$ cat config.mk
export PLATFORM = sky130hd
export DESIGN_NAME = whrc_seq
export DESIGN_NICKNAME = d
export VERILOG_FILES = /design/src/inc/whrc_pkg.sv /design/src/inc/whrc_wdt_if.sv /design/src/hw/whrc_sync.sv /design/src/hw/whrc_wdt.sv /design/src/hw/whrc_seq.sv
export SDC_FILE = /design/constraint.sdc
export NUM_CORES = 1
export LEC_CHECK = 0
export ABC_AREA = 1
export ABC_CLOCK_PERIOD_IN_PS = 2700
export BUFFER_PORTS_ARGS = -buffer_cell sky130_fd_sc_hd__buf_2
export CAP_MARGIN = 20
export CORE_ASPECT_RATIO = 0.75
export CORE_MARGIN = 4
export CORE_UTILIZATION = 40
export CTS_CLUSTER_DIAMETER = 40
export DETAILED_ROUTE_END_ITERATION = 6
export GPL_TIMING_DRIVEN = 1
export HOLD_SLACK_MARGIN = 0.15
export PLACE_DENSITY = 0.61
export SLEW_MARGIN = 15
export SYNTH_ARGS = -nofsm -noshare
export SYNTH_HDL_FRONTEND = slang
export SYNTH_SLANG_ARGS = --single-unit
export TNS_END_PERCENT = 30
$ cat constraint.sdc
create_clock -name i_mclk -period 2.7 [get_ports i_mclk]
set_input_delay 0.27 -clock i_mclk [delete_from_list [all_inputs] [get_ports i_mclk]]
set_output_delay 0.27 -clock i_mclk [all_outputs]
set_load 0.1 [all_outputs]
$ cat src/inc/whrc_pkg.sv
/*
 Package for the watchdog, stop-mode and reset sequencer.
 Holds register offsets, field positions, reset values and timing counts.
*/
`default_nettype none
package whrc_pkg;
   localparam logic [7:0] WHRC_ADDR_PRESCALE = 8'h09;  // watchdog_prescale_select
   localparam logic [7:0] WHRC_ADDR_STATUS   = 8'h0A;  // Flags readable here
   localparam logic [7:0] WHRC_ADDR_CAUSE    = 8'h20;  // Own: wake/reset cause
   localparam int         WHRC_PD_BIT        = 4;
   localparam int         WHRC_TO_BIT        = 5;
   localparam logic [7:0] WHRC_PRESCALE_RST  = 8'h00;
   localparam int         WHRC_FIXED_STAGES  = 8;      // Divide by 256
   localparam int         WHRC_PRESC_STAGES  = 7;      // Up to 1:128
   localparam int         WHRC_INSTR_DIV     = 4;
   localparam int         WHRC_SST_CYCLES    = 1024;
   localparam int         WHRC_SST_W         = 11;
   localparam int         WHRC_SYNC_W        = 8;
   typedef enum logic [1:0] {
      WHRC_ST_RESET,
      WHRC_ST_RUN,
      WHRC_ST_STOP,
      WHRC_ST_DELAY
   } whrc_state_e;
endpackage : whrc_pkg
`default_nettype wire

$ cat src/inc/whrc_wdt_if.sv
/*
 Interface between the sequencer and its watchdog counter.
 Assumes a single clock shared by both ends.
*/
`timescale 1ns/1ps
`default_nettype none
interface whrc_wdt_if;
   logic       tick;      // One-cycle watchdog source tick
   logic       clear;     // Clears divider chain
   logic [2:0] sel;       // Prescale select
   logic       overflow;  // One-cycle overflow pulse
   modport ctrl (output tick, output clear, output sel, input overflow);
   modport cnt  (input tick, input clear, input sel, output overflow);
endinterface : whrc_wdt_if
`default_nettype wire

$ cat src/hw/whrc_sync.sv
/*
 Two-flop synchroniser, one per bit.
 Assumes inputs come from outside i_mclk's domain.
*/
`timescale 1ns/1ps
`default_nettype none
module whrc_sync
   import whrc_pkg::*;
(
   input  wire logic                   i_mclk,
   input  wire logic                   i_rstn,
   input  wire logic [WHRC_SYNC_W-1:0] i_async,
   input  wire logic [WHRC_SYNC_W-1:0] i_rst_val,
   output var  logic [WHRC_SYNC_W-1:0] o_sync
);
   logic [WHRC_SYNC_W-1:0] meta_r;
   logic [WHRC_SYNC_W-1:0] rst_val_unused;

   assign rst_val_unused = i_rst_val;

   // Generate one flop pair per bit; first stage read only by second
   genvar g;
   generate
      for (g = 0; g < WHRC_SYNC_W; g++) begin : g_bit
         always_ff @(posedge i_mclk or negedge i_rstn) begin
            if (!i_rstn) begin
               meta_r[g] <= 1'b1;
               o_sync[g] <= 1'b1;
            end else begin
               meta_r[g] <= i_async[g];
               o_sync[g] <= meta_r[g];
            end
         end
      end
   endgenerate
endmodule : whrc_sync
`default_nettype wire

$ cat src/hw/whrc_wdt.sv
/*
 Watchdog divider chain: fixed 1:256 stage then 1:2^n prescaler.
 Assumes tick is a one-cycle enable already derived from the selected source.
*/
`timescale 1ns/1ps
`default_nettype none
module whrc_wdt
   import whrc_pkg::*;
(
   input  wire logic i_mclk,
   input  wire logic i_rstn,
   whrc_wdt_if.cnt   wdt
);
   localparam int CHAIN_W = WHRC_FIXED_STAGES + WHRC_PRESC_STAGES;
   logic [CHAIN_W:0]   chain_r;
   logic [CHAIN_W:0]   chain_nxt;
   logic [CHAIN_W:0]   chain_inc;
   logic [CHAIN_W-1:0] chain_top;
   logic               ovf_r;
   logic               ovf_hit;
   logic [CHAIN_W:0]   pick_bit;

   // Overflow tap moves up one stage per select step
   assign chain_inc = chain_r + {{CHAIN_W{1'b0}}, 1'b1};
   assign chain_top = {1'b0, {(CHAIN_W-1){1'b1}}};
   assign pick_bit  = ({{CHAIN_W{1'b0}}, 1'b1} << (WHRC_FIXED_STAGES + 32'(wdt.sel)));
   assign ovf_hit   = wdt.tick && ((chain_inc & pick_bit) != '0)
                      && ((chain_r & pick_bit) == '0)
                      && ((chain_r & (pick_bit - 1'b1)) == (pick_bit - 1'b1));
   assign chain_nxt = (wdt.clear || ovf_hit) ? '0 : (wdt.tick ? chain_inc : chain_r);
   assign wdt.overflow = ovf_r;

   // Chain restarts after each overflow so the next period is whole
   always_ff @(posedge i_mclk or negedge i_rstn) begin
      if (!i_rstn) begin
         chain_r <= '0;
         ovf_r   <= 1'b0;
      end else begin
         chain_r <= chain_nxt;
         ovf_r   <= ovf_hit && !wdt.clear;
      end
   end
   logic unused_top;
   assign unused_top = ^chain_top;
endmodule : whrc_wdt
`default_nettype wire

$ cat src/hw/whrc_seq.sv
/*
 Watchdog, stop-mode and reset sequencer for a small microcontroller core.
 Assumes the core pulses stop and watchdog-clear ops for one cycle, that the
 system oscillator gate and core reset/restart are handled by o_ outputs, and
 that the watchdog RC oscillator is seen here as an asynchronous level.
*/
// Our own choice: the strobed register port.
//Contract
//Watchdog source: RC oscillator or instruction clock, by configuration option.
//Watchdog disabled by option makes clear and timeout do nothing.
//Fixed divide-by-256 chain precedes the prescaler.
//Three-bit prescale field bits 2:0 gives 1:1 up to 1:128.
//Overflow while running gives full chip reset and sets timeout flag.
//Overflow in stop gives warm reset: PC and stack pointer only.
//Watchdog chain cleared by reset pin, watchdog-clear or stop.
//Stop switches off system oscillator; RC watchdog source keeps running.
//Stop retains RAM, registers and port states.
//Stop sets power-down flag and clears timeout flag.
//Power-down cleared by power-up or watchdog-clear; timeout set on timeout.
//Stop exits on pin reset, interrupt, port A edge, watchdog overflow.
//Per-bit port A wake enable; port wake resumes at next instruction.
//Interrupt wake vectors only if enabled and stack not full.
//Wake waits 1024 clocks; interrupt acknowledge adds one more cycle.
//Interrupt flagged before stop entry does not wake.
//Flags encode reset cause per the cause table.
//Start-up delay after power-up and wakes, not after pin reset.
//Chip reset: PC zero, interrupts off, ports input, watchdog counting.
//RC mode drives system clock divided by four on oscillator output.
//Power-down is status bit 4, timeout bit 5, both readable.
//Warm reset restarts at address zero after wake delay.
//Reset pin is synchronised before clearing chain and driving reset.
`timescale 1ns/1ps
`default_nettype none
module whrc_seq
   import whrc_pkg::*;
(
   input  wire logic       i_mclk,
   input  wire logic       i_rstn,
   // Configuration options
   input  wire logic       i_opt_wdt_en,
   input  wire logic       i_opt_wdt_rc,
   input  wire logic       i_opt_rc_osc,
   input  wire logic [7:0] i_opt_pa_wake,
   // Pins
   input  wire logic       i_ext_rst_pin_n,
   input  wire logic       i_wdt_rc_clk,
   input  wire logic [7:0] i_port_a,
   output logic            o_osc_out_pin,
   // Core side
   input  wire logic       i_stop_op,
   input  wire logic       i_watchdog_clear_op,
   input  wire logic       i_irq_pend,
   input  wire logic       i_irq_en,
   input  wire logic       i_stack_full,
   output logic            o_sys_osc_en,
   output logic            o_core_hold,
   output logic            o_chip_rst,
   output logic            o_warm_rst,
   output logic            o_irq_vector,
   output logic            o_port_freeze,
   // Register port
   input  wire logic [7:0] i_addr,
   input  wire logic [7:0] i_wdata,
   input  wire logic       i_wr,
   input  wire logic       i_rd,
   output logic [7:0]      o_rdata
);
   whrc_wdt_if wdt_bus ();

   whrc_state_e          state_r;
   whrc_state_e          state_nxt;
   logic [2:0]           presc_r;
   logic                 to_flag_r;
   logic                 pd_flag_r;
   logic [WHRC_SST_W-1:0] sst_r;
   logic [1:0]           div4_r;
   logic                 osc_out_r;
   logic                 prev_rc_r;
   logic [7:0]           pa_prev_r;
   logic                 irq_mask_r;
   logic                 wake_irq_r;
   logic                 warm_r;
   logic                 ack_extra_r;
   logic                 pin_rst_r;
   logic                 chip_rst_r;
   logic                 warm_rst_r;
   logic                 vec_r;
   logic [7:0]           rdata_r;
   logic [2:0]           cause_r;
   logic [WHRC_SYNC_W-1:0] sync_out;
   logic                 pin_rst_n_s;
   logic                 rc_s;
   logic [5:0]           pa_s;

   // Pin reset, RC clock and port A bits 5:0 come from outside: resynchronise
   whrc_sync u_sync (
      .i_mclk    (i_mclk),
      .i_rstn    (i_rstn),
      .i_async   ({i_port_a[5:0], i_wdt_rc_clk, i_ext_rst_pin_n}),
      .i_rst_val ({WHRC_SYNC_W{1'b1}}),
      .o_sync    (sync_out)
   );
   assign pin_rst_n_s = sync_out[0];
   assign rc_s        = sync_out[1];
   assign pa_s        = sync_out[7:2];

   whrc_wdt u_wdt (
      .i_mclk (i_mclk),
      .i_rstn (i_rstn),
      .wdt    (wdt_bus.cnt)
   );

   // Decode of state and events
   wire        in_stop   = (state_r == WHRC_ST_STOP);
   wire        pin_rst   = !pin_rst_n_s;
   wire        rc_tick   = rc_s && !prev_rc_r;
   wire        instr_tk  = (div4_r == 2'(WHRC_INSTR_DIV - 1));
   // Instruction clock dies in stop; only the RC source ticks there
   wire        src_tick  = i_opt_wdt_rc ? rc_tick : (instr_tk && !in_stop);
   wire        clr_op    = i_watchdog_clear_op && state_r == WHRC_ST_RUN;
   wire        stop_op   = i_stop_op && state_r == WHRC_ST_RUN;
   wire        wdt_ovf   = wdt_bus.overflow && i_opt_wdt_en;
   wire [5:0]  pa_fall   = pa_prev_r[5:0] & ~pa_s & i_opt_pa_wake[5:0];
   wire        pa_wake   = in_stop && (pa_fall != 6'h00);
   wire        irq_wake  = in_stop && i_irq_pend && !irq_mask_r;
   wire        irq_go    = irq_wake && i_irq_en && !i_stack_full;
   wire        sst_done  = (sst_r == '0);
   wire        wr_presc  = i_wr && (i_addr == WHRC_ADDR_PRESCALE);
   wire [7:0]  status_rd = (8'(to_flag_r) << WHRC_TO_BIT) | (8'(pd_flag_r) << WHRC_PD_BIT);
   wire [7:0]  rd_mux    = (i_addr == WHRC_ADDR_PRESCALE) ? {5'h00, presc_r} :
                           (i_addr == WHRC_ADDR_STATUS)   ? status_rd :
                           (i_addr == WHRC_ADDR_CAUSE)    ? {5'h00, cause_r} : 8'h00;

   assign wdt_bus.tick  = src_tick && i_opt_wdt_en;
   assign wdt_bus.sel   = presc_r;
   assign wdt_bus.clear = pin_rst || (i_opt_wdt_en && clr_op) || stop_op;

   // Next state of the sequencer
   always_comb begin
      state_nxt = state_r;
      case (state_r)
         WHRC_ST_RESET: if (sst_done) state_nxt = WHRC_ST_RUN;
         WHRC_ST_RUN: begin
            if (wdt_ovf) state_nxt = WHRC_ST_RUN;
            else if (stop_op) state_nxt = WHRC_ST_STOP;
         end
         WHRC_ST_STOP: if (wdt_ovf || pa_wake || irq_wake) state_nxt = WHRC_ST_DELAY;
         WHRC_ST_DELAY: if (sst_done && !ack_extra_r) state_nxt = WHRC_ST_RUN;
         default: state_nxt = WHRC_ST_RESET;
      endcase
      if (pin_rst) state_nxt = WHRC_ST_RUN;
   end

   // Sequencer, start-up timer and wake bookkeeping
   always_ff @(posedge i_mclk or negedge i_rstn) begin
      if (!i_rstn) begin
         state_r     <= WHRC_ST_RESET;
         sst_r       <= WHRC_SST_W'(WHRC_SST_CYCLES - 1);
         irq_mask_r  <= 1'b0;
         wake_irq_r  <= 1'b0;
         warm_r      <= 1'b0;
         ack_extra_r <= 1'b0;
         pin_rst_r   <= 1'b0;
      end else begin
         state_r   <= state_nxt;
         pin_rst_r <= pin_rst;
         if (state_r == WHRC_ST_STOP && state_nxt == WHRC_ST_DELAY) begin
            sst_r       <= WHRC_SST_W'(WHRC_SST_CYCLES - 1);
            warm_r      <= wdt_ovf;
            wake_irq_r  <= irq_go && !wdt_ovf;
            ack_extra_r <= irq_go && !wdt_ovf;
         end else if (!sst_done) begin
            sst_r <= sst_r - 1'b1;
         end else if (state_r == WHRC_ST_DELAY) begin
            ack_extra_r <= 1'b0;
         end
         if (stop_op) irq_mask_r <= i_irq_pend;
         if (state_nxt == WHRC_ST_RUN) begin
            warm_r     <= 1'b0;
            wake_irq_r <= 1'b0;
         end
      end
   end

   // Status flags: set by event wins over any clear in the same cycle
   always_ff @(posedge i_mclk or negedge i_rstn) begin
      if (!i_rstn) begin
         to_flag_r <= 1'b0;
         pd_flag_r <= 1'b0;
         cause_r   <= 3'h0;
      end else begin
         if (wdt_ovf) begin
            to_flag_r <= 1'b1;
            if (in_stop) pd_flag_r <= 1'b1;
            cause_r   <= in_stop ? 3'h4 : 3'h3;
         end else if (stop_op) begin
            to_flag_r <= 1'b0;
            pd_flag_r <= 1'b1;
         end else if (i_opt_wdt_en && clr_op) begin
            to_flag_r <= 1'b0;
            pd_flag_r <= 1'b0;
         end else if (pin_rst && in_stop) begin
            to_flag_r <= 1'b0;
            pd_flag_r <= 1'b1;
            cause_r   <= 3'h2;
         end else if (pin_rst && !pin_rst_r) begin
            cause_r   <= 3'h1;
         end
      end
   end

   // Prescale register and read port, data one cycle after strobe
   always_ff @(posedge i_mclk or negedge i_rstn) begin
      if (!i_rstn) begin
         presc_r <= WHRC_PRESCALE_RST[2:0];
         rdata_r <= 8'h00;
      end else begin
         if (wr_presc) presc_r <= i_wdata[2:0];
         rdata_r <= i_rd ? rd_mux : 8'h00;
      end
   end

   // Instruction divider and oscillator output; stops with the oscillator
   always_ff @(posedge i_mclk or negedge i_rstn) begin
      if (!i_rstn) begin
         div4_r    <= 2'h0;
         osc_out_r <= 1'b0;
         prev_rc_r <= 1'b1;  // Matches synchroniser reset: no false tick
         pa_prev_r <= 8'hFF;
      end else begin
         if (!in_stop) div4_r <= div4_r + 2'h1;
         osc_out_r <= i_opt_rc_osc && div4_r[1];
         prev_rc_r <= rc_s;
         pa_prev_r <= {2'h3, pa_s};
      end
   end

   // Core-facing controls, all registered
   always_ff @(posedge i_mclk or negedge i_rstn) begin
      if (!i_rstn) begin
         chip_rst_r <= 1'b1;
         warm_rst_r <= 1'b0;
         vec_r      <= 1'b0;
      end else begin
         chip_rst_r <= pin_rst || (wdt_ovf && !in_stop) || state_nxt == WHRC_ST_RESET;
         warm_rst_r <= (wdt_ovf && in_stop) || (warm_r && state_nxt == WHRC_ST_RUN);
         vec_r      <= wake_irq_r && state_nxt == WHRC_ST_RUN;
      end
   end

   assign o_osc_out_pin = osc_out_r;
   assign o_chip_rst    = chip_rst_r;
   assign o_warm_rst    = warm_rst_r;
   assign o_irq_vector  = vec_r;
   assign o_rdata       = rdata_r;

   // Oscillator gate, core hold and port freeze follow state register
   always_ff @(posedge i_mclk or negedge i_rstn) begin
      if (!i_rstn) begin
         o_sys_osc_en  <= 1'b1;
         o_core_hold   <= 1'b1;
         o_port_freeze <= 1'b0;
      end else begin
         o_sys_osc_en  <= state_nxt != WHRC_ST_STOP;
         o_core_hold   <= state_nxt != WHRC_ST_RUN;
         o_port_freeze <= state_nxt == WHRC_ST_STOP || state_nxt == WHRC_ST_DELAY;
      end
   end
endmodule : whrc_seq
`default_nettype wire

==> results of run 1 <==
[power by group]
group          internal (mW)  leakage [nW]  switching (mW)
registers               1.39         0.956          0.0895
logic                  0.167         0.980           0.379
clock network          0.736         0.156           0.481
total                   2.29          2.09           0.950
[per-layer routing]
| layer | vias to the layer above | part of all wire | wire length, um |
|---|---|---|---|
| li1 | 1572 | - | - |
| met1 | 1435 | 0.52 | 4200 |
| met2 | 83 | 0.40 | 3240 |
| met3 | 11 | 0.061 | 489 |
| met4 | 0 | 0.014 | 116 |
| met5 | - | 0 | 0 |
[Yosys cell counts (2+ instances only)]
cell / instances / area, um2
nor3_1: 8 / 40.0
nor4_1: 2 / 12.5
clkinv_1: 2 / 7.51
nor2_1: 67 / 251
o21ai_0: 12 / 60.1
nand3b_1: 6 / 45.0
nor2_2: 13 / 81.3
o21ai_1: 3 / 15.0
xor2_1: 10 / 87.6
nand2_2: 6 / 37.5
dfrtp_1: 44 / 1100
nand2_1: 116 / 435
inv_1: 40 / 150
nand3_1: 24 / 120
buf_4: 3 / 22.5
nand2_4: 2 / 22.5
xnor2_1: 4 / 35.0
ha_1: 4 / 50.1
nand4_1: 8 / 50.1
a21oi_1: 18 / 90.1
dfstp_2: 36 / 946
clkbuf_1: 3 / 11.3
[kinds of logic (layout without fill, tap and decap cells)]
| logic type | after synthesis | in the layout |
|---|---|---|
| other | 1 | 3 |
| buffers and inverters | 52 | 117 |
| adder cells (fa/ha/maj) | 4 | 4 |
| flip-flops | 80 | 80 |
| AO/OA/AOI/OAI | 41 | 41 |
| AND/OR/NAND/NOR | 260 | 260 |
| XOR/XNOR | 14 | 14 |
[placed cells by master (no fill, tap or decap), types with 12 or more instances in the layout]
master and count:
nand2_1 116, nor2_1 67, buf_2 47, dfrtp_1 44
inv_1 40, dfstp_2 36, nand3_1 24, a21oi_1 18
nor2_2 13, o21ai_0 12
[worst max-delay path: cells and delay by family, from the launching register on]
kind | cells | cell delay, ns
buf+inv | 3 | 0.29
flops | 1 | 0.37
simple gates | 8 | 1.02
compound gates | 1 | 0.16
fa+ha+maj | 1 | 0.19
[worst min path at each step]
stage / cells past startpoint / end / startpoint
6_report: 3 / o_osc_out_pin$_DFF_PN0_ / i_opt_rc_osc
5_1_grt: 3 / o_osc_out_pin$_DFF_PN0_ / i_opt_rc_osc
4_1_cts: 3 / o_osc_out_pin$_DFF_PN0_ / i_opt_rc_osc
3_5_place_dp: 0 / u_sync.o_sync[5]$_DFF_PN1_ / u_sync.meta_r[5]$_DFF_PN1_
3_3_place_gp: 0 / u_sync.o_sync[2]$_DFF_PN1_ / u_sync.meta_r[2]$_DFF_PN1_
2_1_floorplan: 0 / ack_extra_r$_DFFE_PN0P_ / i_rstn
[metrics by stage]
step	utilization	instance area, um2	hold slack [ns]	setup slack [ns]
after CTS	0.500	4600	0.160	0.610
after global placement	0.457	4200	0.346	0.666
after global routing	0.500	4600	0.179	0.379
final	0.500	4600	0.165	0.616
after floorplan	-	3860	-0.0256	0.921
after detailed placement	0.457	4200	0.347	0.627
[layout make-up]
class                      instances  area, um2
inverter                          44        170
clock buffer                      12        278
multi-input combinational        322       1580
sequential                        80       2050
tap                              128        160
timing repair buffer              57        333
clock inverter                     4       30.0
fill                             861       4600
[state kept, by name, summed over array words and instances, names as in the netlist, 2 cells and up]
name	flops
cause_r	3
div4_r	2
o_rdata	5
pa_prev_r	6
presc_r	3
sst_r	11
state_r	2
u_sync.meta_r	8
u_sync.o_sync	8
u_wdt.chain_r	16
[what timing repair did]
action / 4_1_cts / 5_1_grt
endpoints found under the hold margin: 47 / 0
buffers inserted: 0 / 0
hold buffers: 9 / 0
resized for setup: 0 / 0
==> impl_summary.md, run 1 <==
Status
The flow ran to the end, and the final reports show no timing, DRC or antenna violations.

Placed design
The HPWL after detailed placement is 5740 um. Once placement completed, the tool counted placed cells totaling 622. Buffers placed on the I/O ports in this run total 48.

At the end of routability-driven placement, the weighted congestion stood at 0.907.

Global routing
The global-route usage over all layers is 0.154. The initial antenna violation count is 0. The wire length of the first global-routing pass is 13800 um. The sum of overflow across all layers after global routing is 0. Entering global routing, the biggest net connects 81 pins. The global routing met3 resource utilization is 0.0488.

For this run, global-route usage on met1 was measured as 0.217. In the global route stage, met2 resource usage came out at 0.222. met2 is the most crowded layer. The via count of the first global-routing pass is 3010.

Clock tree
The source-to-sink clock delay at the later pin of the worst-skew pair is 0.33 ns. The post-CTS clock slew at the launch and capture registers of the worst setup and hold paths is 0.06 ns. The master cell of the clock root buffer is clkbuf_16. The number of buffers added by the clock tree synthesis step is 9. The H-tree level count is 3.

No sink is reached through more buffers than the 2 on the longest clock path. The count of clock tree sinks is 80. The CTS tree is yes.

Worst setup path
For the worst setup path, the data arrival time is 2.35 ns. STA classifies the critical path endpoint as a flip-flop. The signal on the critical path passes through inv_1 > ha_1 > inv_1 > nor3_1 > nand2_1 > o21ai_1 > nand2_1 > nand2_2 > clkinv_4 > nand3_4 > nand2_1 > nand2_1 > nand2_1. The startpoint identified for the worst register-to-register timing path is sst_r[0]$_DFFE_PN1P_.

The cell depth of the worst flop-to-flop path is 13. The worst path required time is 2.97 ns. The highest fanout seen on the critical path is 16. The critical-path cell with the highest stage delay is dfstp_2. The critical path is of the reg2reg type. The cell that appears most often on the critical path is nand2_1. The type of element launching the critical path is a flip-flop. The register-to-register setup slack is 0.62 ns. The delay of the slowest cell on the worst path is 0.37 ns. The critical register-to-register path endpoint is sst_r[0]$_DFFE_PN1P_. The worst setup path endpoint is sst_r[0]$_DFFE_PN1P_. The origin of the worst setup path is sst_r[0]$_DFFE_PN1P_.

Power
The completed layout was analyzed and its total power is 3.24 mW. The worst ir drop on vdd is 0.000405 V. The leakage power summed over all cells is 2.09 nW. The power density over the cells is 705 nW/um2.

Yosys
The Yosys step of the flow raised 0 warnings. Synthesis inferred 80 register bits. The mean cell area of the mapped netlist is 8.52 um2. The number of enable-type register cells in the synthesized netlist is 0. The multiplexer share of the synthesized area is 0.

The post-synthesis instance total is 452. The async set-reset flop share out of synthesis is 1.00. The most used flip-flop cell after synthesis is dfrtp_1. The largest family of logic cells by synthesized area is simple AND/OR/NAND/NOR gates. After synthesis, the netlist uses 43 different library cells.

Of the total synthesized cell area, the portion taken by full adders, half adders and majority gates is 0.0130. The xor/xnor cell area share of the yosys netlist is 0.0318. The compound-gate portion of the synthesized area is 0.0582. The sequential cell area fraction in the yosys report is 0.532. The simple logic cell fraction of the synthesized area is 0.305.

In this run the cell area of the synthesized design comes to 3850 um2.

Timing
In the final timing run, aggregate negative setup slack is 0 ns. Headroom to the max-slew limit came out at 0.349. The number of setup violations in the final report is 0. The number of hold-slack violations in the final timing report is 0. Setup repair after global routing left no endpoint under its margin. The time the final worst path needs with I/O delays and setup is 2.08 ns. The number of max-slew violations in the final report is 0. In the finished design, the share of the clock period the worst path needs comes to 0.772.

Across the routed clock network, the largest skew measured is 0.00586 ns. The achievable frequency is 0.480 GHz. The worst-margin pin slew is 0.977 ns.

Hold path
The min-delay analysis places its worst path in the category in2reg.

Routing
The count of nets left with antenna violations once routing finished came out at 0. The total via count in the routed design is 3101. The length of the first detailed-routing pass in iterations is 4. The total wire length after detailed routing is 8040 um. The count of routing violations after the opening detailed-route iteration is 84. The average wire per cell in the routed design is 12.4 um. For this run, design rule violations remaining after detail routing come to 0.

The via count normalized by instance count is 4.79.

Floorplanning
The die is 121 um wide. The effective utilization at floorplan is 0.419. The core outline area is 9200 um2. The number of I/O pins is 61. The site row count is 30. The height of the die is 93.0 um.

The die covers 11300 um2.

Job
The number of maximum-capacitance constraint violations is 0.

Layout
For this run, the post-layout net count is 564. After the flow finishes, the layout carries non-filler instances totaling 647. The area growth from synthesis to layout is 19.4%. The ratio of cells with drive above 1 in the final layout is 0.245. The repair_antennas step left the layout with diodes totalling 0.
Power figures use the tool's default switching activity.
==> run 2, diff against run 1 <==
- ABC_CLOCK_PERIOD_IN_PS: 2700 -> 1900
- PLACE_DENSITY: 0.61 -> 0.63
- clock period: 2.7 -> 1.9 ns (I/O delays scaled with it)
==> impl_summary.md, run 2 (synthesized netlist as in run 1, its figures left out) <==
Power
Of the total power, the share spent switching nets is 0.311. The leakage power summed over all cells is 2.25 nW. Of the total power, registers draw 0.450. The switching component of the power is 1.45 mW. The share of total power dissipated in combinational logic is 0.196. The total power after layout is 4.67 mW. The clock share of power is 0.353. The internal power summed over all cells is 3.22 mW. VDD sags by at most 0.000567 V. The power density over the cells is 940 nW/um2.

Routing
The total via count in the routed design is 3267. The length of the first detailed-routing pass in iterations is 5. Wires add up to 8510 um. After the first detailed-routing iteration, the DRC count stood at 140. The detail route stage leaves a number of antenna-violating nets equal to 0.

For this run, design rule violations remaining after detail routing come to 0. The via count normalized by instance count is 4.76. The average wire per cell in the routed design is 12.4 um.

Placed design
Summed over all nets, the half-perimeter wirelength after detailed placement is 6150 um. At the placement stage, the worst setup path has a slack of 0.0284 ns. The count of port buffers added during placement is 48.

In this run the cell area measured after placement is 4410 um2. The routability congestion estimate from global placement is 0.963.

Worst setup path
The data arrival at the endpoint of the critical path is 2.07 ns. The total number of cells along the worst setup path is 12. The top cell family by delay on the critical path is simple AND/OR/NAND/NOR gates. The critical-path cell with the highest stage delay is dfrtp_2.

The worst path required time is 2.17 ns. The cell occurring most often along the worst timing path is nand2_1. Of all nets on the critical path, the largest fanout is 16. On the worst path, the slowest cell contributes a delay of 0.41 ns.

The worst setup path is captured at a flip-flop. The type of the setup path with the least slack is reg2reg. The number of buffers and inverters on the critical path is 0.

The critical path goes through nand2_1 > nor2_1 > nand2_1 > o21ai_0 > nand2_1 > nand2_1 > nand2_1 > nor2_1 > nand2_1 > nand2_2 > nand2_8 > nor2_1. Counting cells, the worst reg-to-reg path comes to 12. The worst setup path is launched from a flip-flop.

Layout
The area used by multi-input combinational logic is 1640 um2. The flip-flop count of the largest register, all copies and words added is 16. The filler cells instantiated in the layout total 833. The post-synthesis to final-layout area growth is 29.0%. In the final layout, flip-flops and latches occupy 2050 um2. The register with the highest flop count is u_wdt.chain_r. Leaving out fill and tap cells, the most frequent cell in the layout is nand2_1.

In the final layout, the share of cells above drive strength 1 is 0.317. The net count of the finished layout is 604. With fillers left out, the area of the finished cells amounts to 4960 um2. The largest registers in the layout are u_wdt.chain_r: 16 flops, sst_r: 11 flops. The number of antenna diodes in the final layout is 0.

In the layout the commonest cells are 115 x nand2_1, 60 x nor2_1, 47 x buf_2.

Floorplanning
The die covers 11300 um2. The floorplan has 30 rows. Measured along the x axis, the die boundary spans 121 um. Pin placement for this block handled 61 I/O pins. In this run the vertical extent of the chip is 93.0 um. The core region is 9200 um2. For this configuration, the core starts out at a cell density of 0.419.

Global routing
The first global-routing pass estimated 14500 um of wire. For this run, the total global-route usage over all layers was measured as 0.164. The via count of the first global-routing pass came to 3160. Entering global routing, the biggest net connects 43 pins. The sum of overflow across all layers after global routing is 0.

The initial antenna violation count is 0.

Clock tree
The H-tree generated during clock tree synthesis spans 3 levels. The clock reaches the later pin of the worst-skew pair after 0.34 ns. The tree is rooted in a clkbuf_16.

Clock tree synthesis inserted a total of 9 buffers. TritonCTS built the clock tree. The maximum root-to-sink buffer count is 2. The count of clock tree sinks is 80.

The post-CTS clock slew at the launch and capture registers of the worst setup and hold paths is 0.06 ns.

Hold path
The instance count along the most critical hold path is 3. The class of the tightest hold or removal check is in2reg.

Timing
In the finished design, the share of the clock period the worst path needs comes to 0.949. The worst hold-check slack is 0.154 ns. The time the final worst path needs with I/O delays and setup is 1.80 ns. The number of setup violations in the final report is 0. The number of hold-slack violations in the final timing report came to 0. Clock skew on the completed layout was measured at 0.00551 ns. The achievable frequency is 0.555 GHz. The number of max-slew violations in the final report is 0. The worst setup slack after layout is 0.0971 ns.

Status
The run finished with clean final reports.

Job
Across the run, the number of max-cap violations was 0.
run 2: changes by cell type in the layout (fill, tap and decap cells not counted), sizes merged:
cell / before / now
buf: 48 / 79
dlygate4sd3: 9 / 17
clkbuf: 12 / 9
inv: 45 / 47
clkinvlp: 0 / 1
nand3: 25 / 26
run 2: per-layer routing:
layer  vias up  global-route usage  share of wire
met5         -                   0              0
li1       1654                   -              -
met2       100               0.243           0.42
met4         0              0.0522          0.015
met1      1500               0.223           0.49
met3        13              0.0617          0.077
run 2: final timing paths:
check                                               end  slack (ns)                          from
setup reg to reg           u_wdt.chain_r[3]$_DFFE_PN0P_         0.1  u_wdt.chain_r[8]$_DFFE_PN0P_
max in group asynchronous          sst_r[5]$_DFFE_PN1P_        0.90                        i_rstn
hold / removal                     o_rdata[5]$_DFF_PN0_        0.15                     i_addr[1]
hold reg to reg              u_sync.o_sync[5]$_DFF_PN1_        0.36    u_sync.meta_r[5]$_DFF_PN1_
setup / recovery           u_wdt.chain_r[3]$_DFFE_PN0P_         0.1  u_wdt.chain_r[8]$_DFFE_PN0P_
min in group asynchronous            warm_r$_DFFE_PN0P_        0.35                        i_rstn
run 2: area by class of cell:
| cell class | instances | area share |
|---|---|---|
| tap | 128 | 0.0323 |
| clock buffer | 9 | 0.0454 |
| sequential | 80 | 0.413 |
| clock inverter | 7 | 0.0116 |
| multi-input combinational | 323 | 0.331 |
| inverter | 44 | 0.0343 |
| timing repair buffer | 96 | 0.133 |
run 2: metrics by stage:
stage / TNS (ns) / util / instances
2_1_floorplan: 0 / - / 454
3_3_place_gp: 0 / 0.479 / 648
3_5_place_dp: 0 / 0.479 / 648
4_1_cts: 0 / 0.529 / 681
5_1_grt: -0.0435 / 0.540 / 687
6_report: 0 / 0.540 / 687
run 2: power groups by stage:
stage	sequential (mW)	combinational [mW]	clock (mW)
2_1_floorplan	2.23	0.460	0
3_3_place_gp	2.11	0.815	0
3_5_place_dp	2.12	0.841	0
4_1_cts	2.09	0.868	1.70
5_1_grt	2.12	1.03	1.77
6_report	2.10	0.917	1.65
run 2: timing repair:
item	4_1_cts	5_1_grt
hold buffers	17	0
hold endpoints to repair	26	0
gates resized for setup	0	22
endpoints found under the setup margin	0	34
setup buffers	0	5
run 2: tightest hold or removal path: cells and delay by family:
| family | cells | cell delay, ns |
|---|---|---|
| simple gates | 2 | 0.15 |
| buf+inv | 1 | 0.12 |
